## config.mk

```make
export PLATFORM = sky130hd
export DESIGN_NAME = oscillator_clock_control
export DESIGN_NICKNAME = d
export VERILOG_FILES = /design/src/oscillator_clock_control.v
export VERILOG_INCLUDE_DIRS = /design/src
export SDC_FILE = /design/constraint.sdc
export NUM_CORES = 1
export LEC_CHECK = 0
export BUFFER_PORTS_ARGS = -buffer_cell sky130_fd_sc_hd__buf_4
export CAP_MARGIN = 40
export CORE_UTILIZATION = 52
export DETAILED_ROUTE_END_ITERATION = 10
export PLACE_DENSITY = 0.83
export SETUP_SLACK_MARGIN = 0.1
export SYNTH_ARGS = -nofsm -noshare
export SYNTH_HDL_FRONTEND = slang
export SYNTH_SLANG_ARGS = --single-unit
```

## constraint.sdc

```tcl
create_clock -name sys_clk_i -period 2.6 [get_ports sys_clk_i]
set_input_delay 0.13 -clock sys_clk_i [delete_from_list [all_inputs] [get_ports sys_clk_i]]
set_output_delay 0.13 -clock sys_clk_i [all_outputs]
set_load 0.01 [all_outputs]
```

## src/osc_ctrl_defines.vh

```
// Register map, field positions and reset values of the oscillator control block
`ifndef OSC_CTRL_DEFINES_VH
`define OSC_CTRL_DEFINES_VH
`define HF_TRIM_INDEX 8'hBF
`define HF_CTRL_INDEX 8'hB2
`define LF_CTRL_INDEX 8'h86
`define EXT_CTRL_INDEX 8'hB1
`define T2_CTRL_INDEX 8'hC8
`define T3_CTRL_INDEX 8'h91
`define STATUS_INDEX 8'hC0
`define HF_DIV_LSB 0
`define HF_SUSPEND_BIT 5
`define HF_ENABLE_BIT 7
`define LF_DIV_LSB 0
`define LF_TRIM_LSB 2
`define LF_ENABLE_BIT 7
`define EXT_FREQ_LSB 0
`define EXT_MODE_LSB 4
`define HF_CTRL_RESET 8'h83
// Factory trim stand-in; the value is arbitrary
`define HF_TRIM_RESET 8'h80
`define LF_CTRL_RESET 8'h00
`define EXT_CTRL_RESET 8'h00
`define HF_DIV_RESET 2'b11
`define EXT_MODE_OFF 3'b000
`define EXT_MODE_CMOS 3'b010
`define EXT_MODE_XTAL 3'b110
`define EXT_MODE_CRYSTAL_OUT_PIN 3'b111
`define LF_BASE_KHZ 80
`define CLK_KHZ 20000
`define LF_HALF_CYCLES ((`CLK_KHZ) / (2 * `LF_BASE_KHZ))
`define HF_HALF_CYCLES 1
`define BRESP_OKAY 2'b00
`define BRESP_SLVERR 2'b10
`endif

```

## src/oscillator_clock_control.v

```verilog
// Oscillator control: internal HF and LF oscillators, suspend/wake, timer capture hooks
//
// Added by the designer: the AXI4-Lite interface to the registers.
`timescale 1ns/100ps
`include "osc_ctrl_defines.vh"
//
// Summary of operation
// RULE1: Reset leaves system clock on HF oscillator
// RULE2: HF post-divide 1/2/4/8, resets to eight
// RULE3: Writing suspend bit 5 halts HF oscillator
// RULE4: Port match or comparator-low events wake
// RULE5: Any wake restarts oscillator, core, peripherals
// RULE6: Core resumes after suspend write, no vector
// RULE7: Software moves clock off PLL before suspend
// RULE8: Software reinitialises PLL after wake
// RULE9: Period trim register resets to factory value
// RULE10: LF oscillator nominal 80 kHz
// RULE11: LF divide 1/2/4/8 by divide field
// RULE12: LF trim at bits 5:2 adjusts frequency
// RULE13: Timer2 falling, timer3 rising LF captures
// RULE14: Capture copies 16-bit count to reload
// RULE15: Crystal mode takes two pins, others one; the code also gives mode 111 both pins and takes none when off
// RULE16: Software picks external type and frequency
module oscillator_clock_control #(
  parameter [7:0] FACTORY_TRIM = `HF_TRIM_RESET,
  parameter integer LF_HALF = `LF_HALF_CYCLES
) (
  input wire sys_clk_i,
  input wire resetn_i,
  input wire [11:0] s_axi_awaddr_i,
  input wire s_axi_awvalid_i,
  output wire s_axi_awready_o,
  input wire [31:0] s_axi_wdata_i,
  input wire [3:0] s_axi_wstrb_i,
  input wire s_axi_wvalid_i,
  output wire s_axi_wready_o,
  output reg [1:0] s_axi_bresp_o,
  output reg s_axi_bvalid_o,
  input wire s_axi_bready_i,
  input wire [11:0] s_axi_araddr_i,
  input wire s_axi_arvalid_i,
  output wire s_axi_arready_o,
  output reg [31:0] s_axi_rdata_o,
  output reg [1:0] s_axi_rresp_o,
  output reg s_axi_rvalid_o,
  input wire s_axi_rready_i,
  input wire [2:0] port_match_i,
  input wire [1:0] cmp_enable_i,
  input wire [1:0] cmp_out_i,
  input wire [15:0] timer2_count_i,
  input wire [15:0] timer3_count_i,
  output reg [15:0] timer2_reload_o,
  output reg [15:0] timer3_reload_o,
  output reg timer2_capture_o,
  output reg timer3_capture_o,
  output reg system_clock_en_o,
  output reg core_run_o,
  output reg wake_o,
  output reg [7:0] hf_trim_o,
  output reg lf_clk_o,
  output reg lf_clk_en_o,
  output reg crystal_in_pin_take_o,
  output reg crystal_out_pin_take_o
);

  // Byte address from a register index (printed offsets are not word aligned)
  function [11:0] idx_addr;
    input [7:0] idx;
    begin
      idx_addr = {2'b00, idx, 2'b00};
    end
  endfunction

  // Divider terminal count for a 2-bit 1/2/4/8 select
  function [2:0] div_last;
    input [1:0] sel;
    begin
      div_last = (3'b001 << sel) - 3'b001;
    end
  endfunction

  reg [7:0] hf_osc_period_trim_r;
  reg [7:0] hf_osc_control_r;
  reg [7:0] lf_osc_control_r;
  reg [7:0] ext_osc_control_r;
  reg t2_capture_mode_r;
  reg t3_capture_mode_r;
  reg suspended_r;
  reg aw_held_r;
  reg w_held_r;
  reg [11:0] awaddr_r;
  reg [31:0] wdata_r;
  reg [3:0] wstrb_r;
  reg [2:0] hf_div_cnt_r;
  reg [2:0] lf_div_cnt_r;
  reg [15:0] lf_base_cnt_r;
  reg lf_prev_r;
  reg [2:0] port_s1_r;
  reg [2:0] port_s2_r;
  reg [2:0] port_s3_r;
  reg [1:0] cmp_s1_r;
  reg [1:0] cmp_s2_r;
  reg [1:0] cmp_s3_r;
  wire [1:0] hf_divide_select;
  wire [1:0] lf_divide_select;
  wire [3:0] lf_freq_trim;
  wire [2:0] ext_mode;
  wire wr_fire;
  wire wake_event;
  wire [15:0] lf_half_trimmed;
  wire lf_enabled;
  // Write payload from the held copy or straight off the bus
  wire [11:0] wr_addr = aw_held_r ? awaddr_r : s_axi_awaddr_i;
  wire [7:0] wr_data = w_held_r ? wdata_r[7:0] : s_axi_wdata_i[7:0];
  wire wr_lane0 = w_held_r ? wstrb_r[0] : s_axi_wstrb_i[0];

  assign hf_divide_select = hf_osc_control_r[`HF_DIV_LSB +: 2];
  assign lf_divide_select = lf_osc_control_r[`LF_DIV_LSB +: 2];
  assign lf_freq_trim = lf_osc_control_r[`LF_TRIM_LSB +: 4];
  assign ext_mode = ext_osc_control_r[`EXT_MODE_LSB +: 3];
  assign lf_enabled = lf_osc_control_r[`LF_ENABLE_BIT];

  ////////////////////////////////////////////////////////////////////////////
  // Bus handshakes; one write and one read at a time
  assign s_axi_awready_o = ~aw_held_r & ~s_axi_bvalid_o;
  assign s_axi_wready_o = ~w_held_r & ~s_axi_bvalid_o;
  assign s_axi_arready_o = ~s_axi_rvalid_o;
  assign wr_fire = (aw_held_r | (s_axi_awvalid_i & s_axi_awready_o)) &
                   (w_held_r | (s_axi_wvalid_i & s_axi_wready_o));

  // Wake sources: match events or enabled comparator reading low
  assign wake_event = (|(port_s2_r & port_s3_r)) |
                      (|(cmp_s2_r & cmp_s3_r & cmp_enable_i)) ; // RULE4

  // Half-period terminal count; trim 8 is nominal, a tiny LF_HALF would wrap
  assign lf_half_trimmed = LF_HALF[15:0] + {12'h000, lf_freq_trim} - 16'h0009; // RULE12

  ////////////////////////////////////////////////////////////////////////////
  // Wake inputs arrive from other domains: three-stage sync, act on agreement
  // Comparator stages carry inverted output so that "low" is a high level
  always @(posedge sys_clk_i) begin
    if (!resetn_i) begin
      port_s1_r <= 3'b000;
      port_s2_r <= 3'b000;
      port_s3_r <= 3'b000;
      cmp_s1_r <= 2'b00;
      cmp_s2_r <= 2'b00;
      cmp_s3_r <= 2'b00;
    end else begin
      port_s1_r <= port_match_i;
      port_s2_r <= port_s1_r;
      port_s3_r <= port_s2_r;
      cmp_s1_r <= ~cmp_out_i;
      cmp_s2_r <= cmp_s1_r;
      cmp_s3_r <= cmp_s2_r;
    end
  end

  ////////////////////////////////////////////////////////////////////////////
  // Register writes; address and data accepted in either order
  always @(posedge sys_clk_i) begin
    if (!resetn_i) begin
      aw_held_r <= 1'b0;
      w_held_r <= 1'b0;
      awaddr_r <= 12'h000;
      wdata_r <= 32'h0000_0000;
      wstrb_r <= 4'h0;
      s_axi_bvalid_o <= 1'b0;
      s_axi_bresp_o <= `BRESP_OKAY;
      hf_osc_period_trim_r <= FACTORY_TRIM; // RULE9
      hf_osc_control_r <= `HF_CTRL_RESET; // RULE1
      lf_osc_control_r <= `LF_CTRL_RESET;
      ext_osc_control_r <= `EXT_CTRL_RESET;
      t2_capture_mode_r <= 1'b0;
      t3_capture_mode_r <= 1'b0;
      suspended_r <= 1'b0;
      wake_o <= 1'b0;
    end else begin
      wake_o <= 1'b0;
      if (s_axi_awvalid_i && s_axi_awready_o && !wr_fire) begin
        aw_held_r <= 1'b1;
        awaddr_r <= s_axi_awaddr_i;
      end
      if (s_axi_wvalid_i && s_axi_wready_o && !wr_fire) begin
        w_held_r <= 1'b1;
        wdata_r <= s_axi_wdata_i;
        wstrb_r <= s_axi_wstrb_i;
      end
      if (s_axi_bvalid_o && s_axi_bready_i) begin
        s_axi_bvalid_o <= 1'b0;
      end
      // Suspend ends on any wake, interrupt enable plays no part
      if (suspended_r && wake_event) begin
        suspended_r <= 1'b0; // RULE5
        wake_o <= 1'b1;
        hf_osc_control_r[`HF_SUSPEND_BIT] <= 1'b0;
      end
      if (wr_fire) begin
        aw_held_r <= 1'b0;
        w_held_r <= 1'b0;
        s_axi_bvalid_o <= 1'b1;
        s_axi_bresp_o <= `BRESP_OKAY;
        // Only the low byte lane carries data
        if (!wr_lane0) begin
          s_axi_bresp_o <= `BRESP_OKAY;
        end else if (wr_addr == idx_addr(`HF_TRIM_INDEX)) begin
          hf_osc_period_trim_r <= wr_data; // RULE9
        end else if (wr_addr == idx_addr(`HF_CTRL_INDEX)) begin
          hf_osc_control_r <= wr_data; // RULE2
          if (wr_data[`HF_SUSPEND_BIT]) begin
            suspended_r <= 1'b1; // RULE3
          end
        end else if (wr_addr == idx_addr(`LF_CTRL_INDEX)) begin
          lf_osc_control_r <= wr_data; // RULE11
        end else if (wr_addr == idx_addr(`EXT_CTRL_INDEX)) begin
          ext_osc_control_r <= wr_data;
        end else if (wr_addr == idx_addr(`T2_CTRL_INDEX)) begin
          t2_capture_mode_r <= wr_data[0];
        end else if (wr_addr == idx_addr(`T3_CTRL_INDEX)) begin
          t3_capture_mode_r <= wr_data[0];
        end else if (wr_addr != idx_addr(`STATUS_INDEX)) begin
          s_axi_bresp_o <= `BRESP_SLVERR;
        end
      end
    end
  end

  ////////////////////////////////////////////////////////////////////////////
  // Register reads
  always @(posedge sys_clk_i) begin
    if (!resetn_i) begin
      s_axi_rvalid_o <= 1'b0;
      s_axi_rdata_o <= 32'h0000_0000;
      s_axi_rresp_o <= `BRESP_OKAY;
    end else if (s_axi_arvalid_i && s_axi_arready_o) begin
      s_axi_rvalid_o <= 1'b1;
      s_axi_rresp_o <= `BRESP_OKAY;
      s_axi_rdata_o <= 32'h0000_0000;
      case (s_axi_araddr_i)
        idx_addr(`HF_TRIM_INDEX): s_axi_rdata_o[7:0] <= hf_osc_period_trim_r;
        idx_addr(`HF_CTRL_INDEX): s_axi_rdata_o[7:0] <= hf_osc_control_r;
        idx_addr(`LF_CTRL_INDEX): s_axi_rdata_o[7:0] <= lf_osc_control_r;
        idx_addr(`EXT_CTRL_INDEX): s_axi_rdata_o[7:0] <= ext_osc_control_r;
        idx_addr(`T2_CTRL_INDEX): s_axi_rdata_o[0] <= t2_capture_mode_r;
        idx_addr(`T3_CTRL_INDEX): s_axi_rdata_o[0] <= t3_capture_mode_r;
        idx_addr(`STATUS_INDEX): s_axi_rdata_o[3:0] <= {crystal_in_pin_take_o,
          crystal_out_pin_take_o, lf_clk_o, suspended_r};
        default: s_axi_rresp_o <= `BRESP_SLVERR;
      endcase
    end else if (s_axi_rready_i) begin
      s_axi_rvalid_o <= 1'b0;
    end
  end

  ////////////////////////////////////////////////////////////////////////////
  // HF post-divider; enable pulse stands for the system clock, halted in suspend
  always @(posedge sys_clk_i) begin
    if (!resetn_i) begin
      hf_div_cnt_r <= 3'b000;
      system_clock_en_o <= 1'b0;
      core_run_o <= 1'b0;
      hf_trim_o <= FACTORY_TRIM;
    end else begin
      hf_trim_o <= hf_osc_period_trim_r;
      // Core only holds while halted, so it resumes where it stopped
      core_run_o <= ~suspended_r; // RULE6
      if (suspended_r) begin
        system_clock_en_o <= 1'b0; // RULE3
      end else if (hf_div_cnt_r >= div_last(hf_divide_select)) begin
        hf_div_cnt_r <= 3'b000;
        system_clock_en_o <= 1'b1; // RULE2
      end else begin
        hf_div_cnt_r <= hf_div_cnt_r + 3'b001;
        system_clock_en_o <= 1'b0;
      end
    end
  end

  ////////////////////////////////////////////////////////////////////////////
  // LF base near 80 kHz; divider counts base half periods so output stays square
  always @(posedge sys_clk_i) begin
    if (!resetn_i) begin
      lf_base_cnt_r <= 16'h0000;
      lf_div_cnt_r <= 3'b000;
      lf_clk_o <= 1'b0;
      lf_clk_en_o <= 1'b0;
      lf_prev_r <= 1'b0;
    end else begin
      lf_clk_en_o <= 1'b0;
      lf_prev_r <= lf_clk_o;
      if (!lf_enabled) begin
        lf_base_cnt_r <= 16'h0000;
      end else if (lf_base_cnt_r >= lf_half_trimmed) begin
        lf_base_cnt_r <= 16'h0000; // RULE10
        // Pulse marks each rising edge of the divided output
        if (lf_div_cnt_r >= div_last(lf_divide_select)) begin
          lf_div_cnt_r <= 3'b000;
          lf_clk_o <= ~lf_clk_o; // RULE11
          lf_clk_en_o <= ~lf_clk_o;
        end else begin
          lf_div_cnt_r <= lf_div_cnt_r + 3'b001;
        end
      end else begin
        lf_base_cnt_r <= lf_base_cnt_r + 16'h0001;
      end
    end
  end

  ////////////////////////////////////////////////////////////////////////////
  // LF edge capture into timer reload registers
  always @(posedge sys_clk_i) begin
    if (!resetn_i) begin
      timer2_reload_o <= 16'h0000;
      timer3_reload_o <= 16'h0000;
      timer2_capture_o <= 1'b0;
      timer3_capture_o <= 1'b0;
    end else begin
      timer2_capture_o <= t2_capture_mode_r & lf_prev_r & ~lf_clk_o; // RULE13
      timer3_capture_o <= t3_capture_mode_r & ~lf_prev_r & lf_clk_o; // RULE13
      if (t2_capture_mode_r && lf_prev_r && !lf_clk_o) begin
        timer2_reload_o <= timer2_count_i; // RULE14
      end
      if (t3_capture_mode_r && !lf_prev_r && lf_clk_o) begin
        timer3_reload_o <= timer3_count_i; // RULE14
      end
    end
  end

  ////////////////////////////////////////////////////////////////////////////
  // Pin takeover by external oscillator mode
  always @(posedge sys_clk_i) begin
    if (!resetn_i) begin
      crystal_in_pin_take_o <= 1'b0;
      crystal_out_pin_take_o <= 1'b0;
    end else begin
      crystal_in_pin_take_o <= (ext_mode == `EXT_MODE_XTAL) |
                               (ext_mode == `EXT_MODE_CRYSTAL_OUT_PIN); // RULE15
      crystal_out_pin_take_o <= (ext_mode != `EXT_MODE_OFF); // RULE15
    end
  end

endmodule

```

==> out/metrics.yaml, run 1 <==
status: "finished, final reports clean"
placed_cells: 1039
avgViaCountPerCell: 5.26
seq_area_frac_synth_pct: 46.2
slew_viol_final: 0
clk_path_buf_depth: 2
yosys_register_bits: 157
cp.required_ps: 2950
path_clk_slew_ps: 60
coreArea_mm2: 0.0127
die_x_um: 116
drc: 0
std_cell_rows: 41
fill_cells: 900
layout.nets: 1072
place_congestion: 0.886
post-route-period-util_pct: 88.9
max_freq_mhz: 433
vias: 5960
rr_worst_depth: 8
ios: 196
cts_tree: "built"
synth.area.top_cells: "dfxtp_1 46%, mux2i_1 8.4%, nand2_1 5.3%"
wirelength_mm: 16.8
grt_usage_pct: 25.4
fin_skew_ps: 8.54
synthArstFlopShare_pct: 0
synth_flop_cell: "dfxtp_1"
crit_arrival_ps: 2660
holdCritPathClass: "in -> reg"
initial_core_util_pct: 53.7
relSlewSlack_pct: 47.9
synth_area_mm2: 0.00681
vdd_drop_max_mv: 0.408
synth.avg_cell_area_um2: 9.20
synth_top_area_share_pct: 46.2
setup_viol: 0
h-tree-depth: 4
fin_cells: 1133
p_leak_uw: 0.00392
hold_viol_final: 0
power_density_mw_per_mm2: 595
yosysUniqueCellTypes: 63
firstDrtPassIters: 5
drt_iter0_drc: 363
cp-start-kind: "flop"
grt_pass1_vias: 5699
tns_ps: 0
rsz0062_at_grt: "no"
cts_root_buffer: "clkbuf_16"
cap_violations: 0
fin_crit_ps: 2310
worstPathMaxFanout: 4
yosys.area.top_type: "dfxtp_1"
grt_pass1_wl_mm: 26.9
drive_gt1_share_pct: 22.7
clkLatencyLatePin_ps: 420
dieHeight_um: 116
wl_per_cell_um: 14.9
port_buffers: 142
overflow: 0
synth_edf_count: 0
worst_pin_slew_ps: 780
crit_type: "reg -> reg"
cp-end-kind: "flop"
cts.sink_count: 157
syn_inst: 740
yosysWarnings: 0
cts_made_buffers: 17
antenna_found_initial: 0
area_delta_synth_final_pct: 34.6
grt_max_degree: 55
postRouteAntennaNets: 0
dieArea_mm2: 0.0136
whs_path_depth: 5
diodes: 0
dpl.hpwl_mm: 10.9
final timing paths:
kind                                          start                to  slack [ps]
worst max-delay path            lf_osc_control_r[4]   lf_div_cnt_r[1]         290
worst min-delay path              s_axi_araddr_i[6]  s_axi_rdata_o[0]         160
worst max register to register  lf_osc_control_r[4]   lf_div_cnt_r[1]         290
worst min register to register          cmp_s1_r[1]       cmp_s2_r[1]         430
placed cells by master (no fill, tap or decap), types with 4 or more instances in the layout:
| cell | netlist | final |
|---|---|---|
| buf_4 | 26 | 157 |
| dfxtp_1 | 157 | 156 |
| nand2_1 | 96 | 96 |
| nor2_1 | 76 | 76 |
| dlygate4sd3_1 | 0 | 61 |
| mux2i_1 | 57 | 57 |
| a21oi_1 | 48 | 48 |
| conb_1 | 1 | 33 |
| nand3_1 | 32 | 32 |
| and2_1 | 23 | 23 |
| inv_1 | 18 | 18 |
| ha_1 | 18 | 17 |
| clkbuf_16 | 0 | 17 |
| o21ai_0 | 11 | 11 |
| mux2_2 | 10 | 10 |
| nor3_1 | 8 | 8 |
| nand4_1 | 7 | 7 |
| and3_1 | 7 | 7 |
| a211oi_1 | 7 | 7 |
| nor3b_1 | 6 | 6 |
| nor2b_1 | 6 | 6 |
| a21o_1 | 6 | 6 |
| a32o_1 | 6 | 6 |
| nor4b_1 | 5 | 5 |
| or2_2 | 4 | 4 |
| nor4_1 | 5 | 4 |
| nand2b_1 | 4 | 4 |
| xor2_1 | 4 | 4 |
| clkinvlp_4 | 0 | 4 |
synth_stat cells, types with 3 or more instances:
library cell and number:
mux2_2 10, nor4_4 3, nor2_1 76, o21ai_0 11, or2_2 4, a22o_1 3, mux2i_1 57, nor3b_1 6
xnor2_1 3, o22ai_1 3, clkbuf_1 25, a32o_1 6, inv_1 18, a31oi_1 3, nor4_1 5, nand2_1 96
and3_1 7, and2_1 23, ha_1 18, nand3_1 32, nand2b_1 4, buf_2 4, nor4b_1 5, o211ai_1 3
a22oi_1 3, xor2_1 4, buf_1 4, nor2b_1 6, a21o_1 6, a211oi_1 7, nor3_1 8, a21oi_1 48
dfxtp_1 157, buf_4 26, nand4_1 7
cells by family after synthesis:
family | share of synthesized area [%]
muxes | 10.0
adders and majority gates | 3.31
xor gates and xnor gates | 0.901
buffers and inverters | 6.14
DFF | 46.2
and+or+nand+nor | 21.8
AOI/OAI and AO/OA | 11.6
other | 0.0551
metal layers:
metal	global-route usage [%]	routed length [um]
met5	0	0
met4	10.1	344
met3	5.35	1040
met2	43.6	8280
met1	31.1	7170
metrics by stage:
stage	setup WS (ps)	cell area [um^2]	total power (uW)	hold WS, ps	util (%)
after global placement	339	7970	3030	288	62.9
after floorplan	472	6930	2870	202	-
after detailed placement	267	7970	3050	290	62.9
after global routing	112	9160	5640	185	72.3
final	288	9160	5450	158	72.3
after CTS	226	9150	5470	136	72.2
power by group:
part / internal [uW] / switching [uW]
logic: 286 / 270
clock network: 1380 / 994
registers: 2470 / 54.0
registers in the layout, indices dropped and copies added, names as in the netlist, 12 cells and up:
register,cells
timer3_reload_o,16
timer2_reload_o,16
lf_base_cnt_r,16
awaddr_r,12
worst max-delay path, stage by stage (launching register included):
cell and delay [ps]:
dfxtp_2 350, ha_2 310, inv_1 40, ha_1 310, nand4_1 100, o21ai_0 220, a31oi_1 140, a21boi_0 510
mux2i_1 260
layout make-up:
type                            instances  area (um^2)  share of cell area, %
Clock inverter                         11          108                   1.17
Clock buffer                           21          460                   5.03
Multi-Input combinational cell        535         3370                   36.8
Tap cell                              172          215                   2.35
Inverter                               19         71.3                  0.778
Timing Repair Buffer                  218         1790                   19.5
Sequential cell                       157         3140                   34.3
what timing repair did:
action / in CTS / in global routing
resized for setup: 0 / 2
endpoints found under the setup margin: 0 / 4
hold buffers: 61 / 0
setup buffers: 0 / 1
endpoints found under the hold margin: 60 / 0
No activity file was read; power rests on OpenSTA's default activity.
==> run 2: changes to the inputs <==
--- a/config.mk
+++ b/config.mk
@@ -10,3 +10,5 @@
 export CAP_MARGIN = 40
-export CORE_UTILIZATION = 52
+export CELL_PAD_IN_SITES_DETAIL_PLACEMENT = 0
+export CELL_PAD_IN_SITES_GLOBAL_PLACEMENT = 2
+export CORE_UTILIZATION = 31
 export DETAILED_ROUTE_END_ITERATION = 10
==> constraint.sdc (replaced) <==
create_clock -name sys_clk_i -period 2.6 [get_ports sys_clk_i]
set_input_delay 0 -clock sys_clk_i [delete_from_list [all_inputs] [get_ports sys_clk_i]]
set_output_delay 0 -clock sys_clk_i [all_outputs]
set_load 0.01 [all_outputs]
==> out/metrics.yaml, run 2 (same netlist as run 1, synthesis figures left out) <==
status: "finished, final reports clean"
crit_type: "reg -> reg"
drc: 0  # unchanged
holdCritPathClass: "in -> reg"
clk_path_buf_depth: 2  # unchanged
cts.sink_count: 157  # unchanged
placed_cells: 1144  # +10%
vias: 5758  # -3.4%
die_x_um: 150  # +29%
cts_tree: "built"
hp-start: "resetn_i"
initial_core_util_pct: 32.0  # -22 points
grt_usage_pct: 16.7  # -8.7 points
overflow: 0  # unchanged
power_density_mw_per_mm2: 596  # +0.29%
holdWs_ps: 11.3  # -147 ps
fin_skew_ps: 9.39  # +0.847 ps
dpl.hpwl_mm: 13.1  # +21%
worstPathMaxFanout: 4  # unchanged
cts_root_buffer: "clkbuf_16"
cp.required_ps: 2910  # -40 ps
cts_made_buffers: 17  # unchanged
avgViaCountPerCell: 4.65  # -12%
antenna_found_initial: 0  # unchanged
reg2reg_slack_ps: 250  # -40 ps
diodes: 0  # unchanged
grt_max_degree: 56  # +1.8%
dieHeight_um: 150  # +29%
ios: 196  # unchanged
layout.nets: 1074  # +0.19%
wirelength_mm: 18.4  # +9.6%
r2r_end: "lf_clk_o"
wl_per_cell_um: 14.9  # +0.28%
h-tree-depth: 4  # unchanged
crit_arrival_ps: 2670  # about the same
slew_viol_final: 0  # unchanged
path_clk_slew_ps: 60  # about the same
fill_cells: 2127  # +140%
fin_cells: 1238  # +9.3%
coreArea_mm2: 0.0213  # +68%
setup_viol: 0  # unchanged
postLayoutCellArea_mm2: 0.00933  # +1.8%
rsz0062_at_grt: "no"
p_leak_uw: 0.00395  # +0.82%
clkLatencyLatePin_ps: 420  # about the same
cap_violations: 0  # unchanged
r2r_start: "lf_osc_control_r[4]"
dieArea_mm2: 0.0226  # +66%
tns_ps: 0  # unchanged
rr_worst_depth: 8  # unchanged
final_util_pct: 43.8  # -28 points
std_cell_rows: 53  # +29%
cp-end-kind: "flop"
post-route-period-util_pct: 90.5  # +1.6 points
whs_path_depth: 2  # -3
postRouteAntennaNets: 0  # unchanged
hold-path-endpoint: "hf_osc_control_r[7]"
grt_pass1_vias: 5575  # -2.2%
final_cell_mix: "158 x buf_4, 157 x dfxtp_1, 96 x nand2_1, 76 x nor2_1, 61 x dlygate4sd3_1"
vdd_drop_max_mv: 0.406  # -0.60%
port_buffers: 142  # unchanged
fin_crit_ps: 2350  # +41.9 ps
relSlewSlack_pct: 52.8  # +4.8 points
max_freq_mhz: 425  # -1.8%
postPlaceCellArea_mm2: 0.00813  # +2.0%
hold_viol_final: 0  # unchanged
drt_iter0_drc: 242  # -33%
place_congestion: 0.803  # -9.3%
cp-start-kind: "flop"
area_delta_synth_final_pct: 37.1
largestRegisters: "lf_base_cnt_r x16, timer2_reload_o x16, timer3_reload_o x16"
worst_pin_slew_ps: 706  # -73.8 ps
grt_pass1_wl_mm: 29.2  # +8.9%
drive_gt1_share_pct: 22.6  # -0.047 points
final_common_cell: "buf_4"
firstDrtPassIters: 4  # -1
-- run 2: how the worst max path moves through the flow --
| stage | from | to | slack (ps) |
|---|---|---|---|
| floorplan | lf_osc_control_r[4] | lf_clk_o | 470 |
| finish | lf_osc_control_r[4] | lf_clk_o | 250 |
| global route | lf_osc_control_r[4] | lf_clk_o | 120 |
| global placement | lf_osc_control_r[4] | lf_clk_o | 320 |
| detailed placement | lf_osc_control_r[4] | lf_clk_o | 270 |
| CTS | lf_osc_control_r[4] | lf_clk_o | 240 |
-- run 2: cell type report --
class | instances | area, um^2 | area share (%)
timing repair buffer | 220 | 1820 | 19.5
clock buffer | 20 | 447 | 4.79
tap | 275 | 344 | 3.69
multi-input combinational | 535 | 3370 | 36.1
inverter | 19 | 71.3 | 0.764
sequential | 157 | 3140 | 33.7
clock inverter | 12 | 138 | 1.47
-- run 2: metrics by stage --
stage | total power (uW) | setup slack [ps]
after floorplan | 2870 | 472
after global placement | 3060 | 320
after detailed placement | 3070 | 274
after CTS | 5640 | 241
after global routing | 5810 | 122
final | 5570 | 247
-- run 2: repair_timing --
item | CTS | global route
buffers inserted | 0 | 1
endpoints found under the hold margin | 61 | 0
hold buffers | 61 | 0
gates resized for setup | 0 | 1
setup endpoints to repair | 0 | 4
-- run 2: routing by layer --
metal	track usage [%]	part of all wire (%)	vias to the layer above
li1	-	-	2943
met3	3.24	4.6	24
met2	26.1	46	147
met4	5.91	1.8	0
met5	0	0	-
met1	22.7	48	2644
-- run 2: power breakdown --
| part | leakage [uW] | internal (uW) | switching [uW] |
|---|---|---|---|
| Sequential | 0.00128 | 2470 | 45.2 |
| Clock | 0.000281 | 1450 | 1030 |
| Combinational | 0.00240 | 292 | 280 |
-- run 2: critical path, cell delays in order, from the launching register on --
cell	delay (ps)
dfxtp_1	400
ha_1	260
inv_1	60
ha_1	320
a211oi_1	240
nand3_1	130
a31o_2	240
o211ai_1	220
mux2_2	360
==> run 3: changes to the inputs <==
- ABC_AREA: unset -> 1
- CORE_UTILIZATION: 31 -> 28
- PLACE_DENSITY: 0.83 -> 0.81
- REMOVE_ABC_BUFFERS: unset -> 1
==> out/metrics.yaml, run 3 <==
tns_ps: 0  # unchanged
dp_slack_ps: 342  # +68.0 ps
overflow: 0  # unchanged
avgViaCountPerCell: 4.27  # -8.2%
swShare_pct: 29.0  # +4.6 points
hold_viol_final: 0  # unchanged
drive_gt1_share_pct: 19.2  # -3.4 points
yosys.area.top_type: "dfxtp_1"
synth.avg_cell_area_um2: 7.29  # -21%
largestRegisters: "lf_base_cnt_r x16, timer2_reload_o x16, timer3_reload_o x16"
drt_iter0_drc: 325  # +34%
ff_latch_area_mm2: 0.00314  # unchanged
crit_arrival_ps: 2540  # -130 ps
cts_root_buffer: "clkbuf_16"
worst_slack_ps: 376  # +130 ps
p_leak_uw: 0.00448  # +13%
worst_pin_slew_ps: 690  # -16.2 ps
yosysUniqueCellTypes: 35  # -44%
placed_cells: 1416  # +24%
antenna_found_initial: 0  # unchanged
diodes: 0  # unchanged
grt_pass1_wl_mm: 31.3  # +7.1%
wirelength_mm: 18.8  # +2.1%
power_frac_clock_pct: 43.1  # -1.5 points
std_cell_rows: 57  # +7.5%
postRouteAntennaNets: 0  # unchanged
finalPower_uw: 5780  # +3.8%
yosysMostFrequentCell: "nor2_1"
synth_area_mm2: 0.00700  # +2.8%
multi_input_area_mm2: 0.00327  # -3.2%
synthArstFlopShare_pct: 0  # unchanged
postLayoutCellArea_mm2: 0.00958  # +2.6%
post-route-period-util_pct: 85.5  # -5.0 points
wl_per_cell_um: 12.5  # -16%
final_common_cell: "nor2_1"
die_x_um: 160  # +6.6%
clkLatencyLatePin_ps: 430  # about the same
max_freq_mhz: 450  # +5.8%
cp-start-kind: "flop"
area_delta_synth_final_pct: 36.9
hp-start: "cmp_enable_i[0]"
yosysWarnings: 0  # unchanged
dieArea_mm2: 0.0256  # +14%
r2r_start: "aw_held_r"
synth_top_area_share_pct: 44.9  # -1.2 points
synth_flop_cell: "dfxtp_1"
dieHeight_um: 160  # +6.6%
fin_crit_ps: 2220  # -130 ps
seqPwrFrac_pct: 43.9  # -1.2 points
grt_max_degree: 37  # -34%
fill_cells: 2613  # +23%
worstPathMaxFanout: 18  # +14
syn_inst: 960  # +30%
clk_path_buf_depth: 2  # unchanged
seq_area_frac_synth_pct: 44.9  # -1.2 points
place_congestion: 0.850  # +5.9%
synth_edf_count: 0  # unchanged
layout.nets: 1299  # +21%
cp.required_ps: 2920  # about the same
hold-path-endpoint: "wake_o"
power_density_mw_per_mm2: 603  # +1.2%
dpl.hpwl_mm: 13.6  # +3.6%
cap_violations: 0  # unchanged
cts_tree: "built"
fin_cells: 1512  # +22%
coreArea_mm2: 0.0244  # +15%
holdCritPathClass: "in -> reg"
rsz0062_at_grt: "no"
cp-end-kind: "flop"
setup_viol: 0  # unchanged
path_clk_slew_ps: 70  # about the same
vias: 6454  # +12%
grt_usage_pct: 15.1  # -1.5 points
cts.sink_count: 157  # unchanged
firstDrtPassIters: 4  # unchanged
power_switching_uw: 1680  # +23%
p_int_uw: 4100  # -2.5%
initial_core_util_pct: 28.7  # -3.3 points
status: "finished, final reports clean"
postPlaceCellArea_mm2: 0.00834  # +2.6%
h-tree-depth: 4  # unchanged
yosys_register_bits: 157  # unchanged
slew_viol_final: 0  # unchanged
synth.area.top_cells: "dfxtp_1 45%, nor2_1 11%, nand2_1 8.4%"
r2r_end: "lf_osc_control_r[3]"
crit_type: "reg -> reg"
grt_pass1_vias: 6268  # +12%
reg2reg_slack_ps: 380  # +130 ps
combPwrFrac_pct: 13.0  # +2.7 points
relSlewSlack_pct: 53.7  # +0.90 points
cts_made_buffers: 17  # unchanged
port_buffers: 142  # unchanged
vdd_drop_max_mv: 0.330  # -19%
drc: 0  # unchanged
rr_worst_depth: 11  # +3
fin_skew_ps: 11.6  # +2.24 ps
ys_top_cells_by_count: "207 x nor2_1, 157 x dfxtp_1, 157 x nand2_1"
final_cell_mix: "206 x nor2_1, 157 x nand2_1, 157 x dfxtp_1, 156 x buf_4, 94 x o21ai_0"
whs_path_depth: 5  # +3
ios: 196  # unchanged
==> run 3: how the worst max path moves through the flow <==
stage | from | depth (start not counted) | slack [ps] | end
2_1_floorplan | aw_held_r | 11 | 690 | hf_osc_control_r[2]
3_3_place_gp | aw_held_r | 7 | 390 | awaddr_r[2]
3_5_place_dp | aw_held_r | 7 | 340 | awaddr_r[2]
4_1_cts | aw_held_r | 7 | 330 | awaddr_r[2]
5_1_grt | aw_held_r | 11 | 160 | lf_osc_control_r[1]
6_report | aw_held_r | 11 | 380 | lf_osc_control_r[3]
==> run 3: area by class of cell <==
class                           count  share of cell area [%]
Tap cell                          324                    4.23
Sequential cell                   157                    32.8
Inverter                           95                    3.72
Multi-Input combinational cell    684                    34.1
Timing Repair Buffer              220                    18.9
Clock buffer                       17                    4.44
Clock inverter                     15                    1.76
==> run 3: kinds of logic after synthesis <==
family / count (synthesis) / share of synthesized area (%)
other: 1 / 0.0536
adders and majority gates: 18 / 3.22
buffers and inverters: 151 / 10.1
AOI/OAI and AO/OA: 142 / 10.7
and+or+nand+nor: 483 / 30.0
DFF: 157 / 44.9
xor gates and xnor gates: 8 / 1.00
==> run 3: per-stage QoR <==
stage | hold WS [ps] | util (%)
3_3_place_gp | 160 | 34.2
5_1_grt | 21.1 | 39.3
2_1_floorplan | 72.4 | -
6_report | 17.1 | 39.3
4_1_cts | 8.66 | 39.3
3_5_place_dp | 159 | 34.2
==> run 3: what timing repair did <==
action | 4_1_cts | 5_1_grt
setup buffers | 0 | 0
hold endpoints to repair | 71 | 0
setup endpoints to repair | 0 | 1
gates resized for setup | 0 | 1
hold buffers | 64 | 0
==> run 3: routing by layer <==
layer | track usage [%] | wire, um
met1 | 20.7 | 9330
met2 | 23.3 | 8230
met3 | 3.97 | 1130
met4 | 4.37 | 144
met5 | 0 | 0
==> run 3: worst max-delay path, stage by stage, from the launching register on <==
cell and delay, ps:
dfxtp_1 480, inv_2 160, nand2_1 90, nand2_1 120
inv_1 100, nand2_1 90, nor2_4 120, nand3_2 390
nand3_2 300, nor2_4 90, nor2_1 120, nor2_1 60
==> run 3: power groups by stage <==
stage	clock (uW)	sequential, uW	combinational [uW]
2_1_floorplan	0	2590	363
3_3_place_gp	0	2590	676
3_5_place_dp	0	2590	676
4_1_cts	2580	2540	756
5_1_grt	2680	2550	850
6_report	2490	2540	752
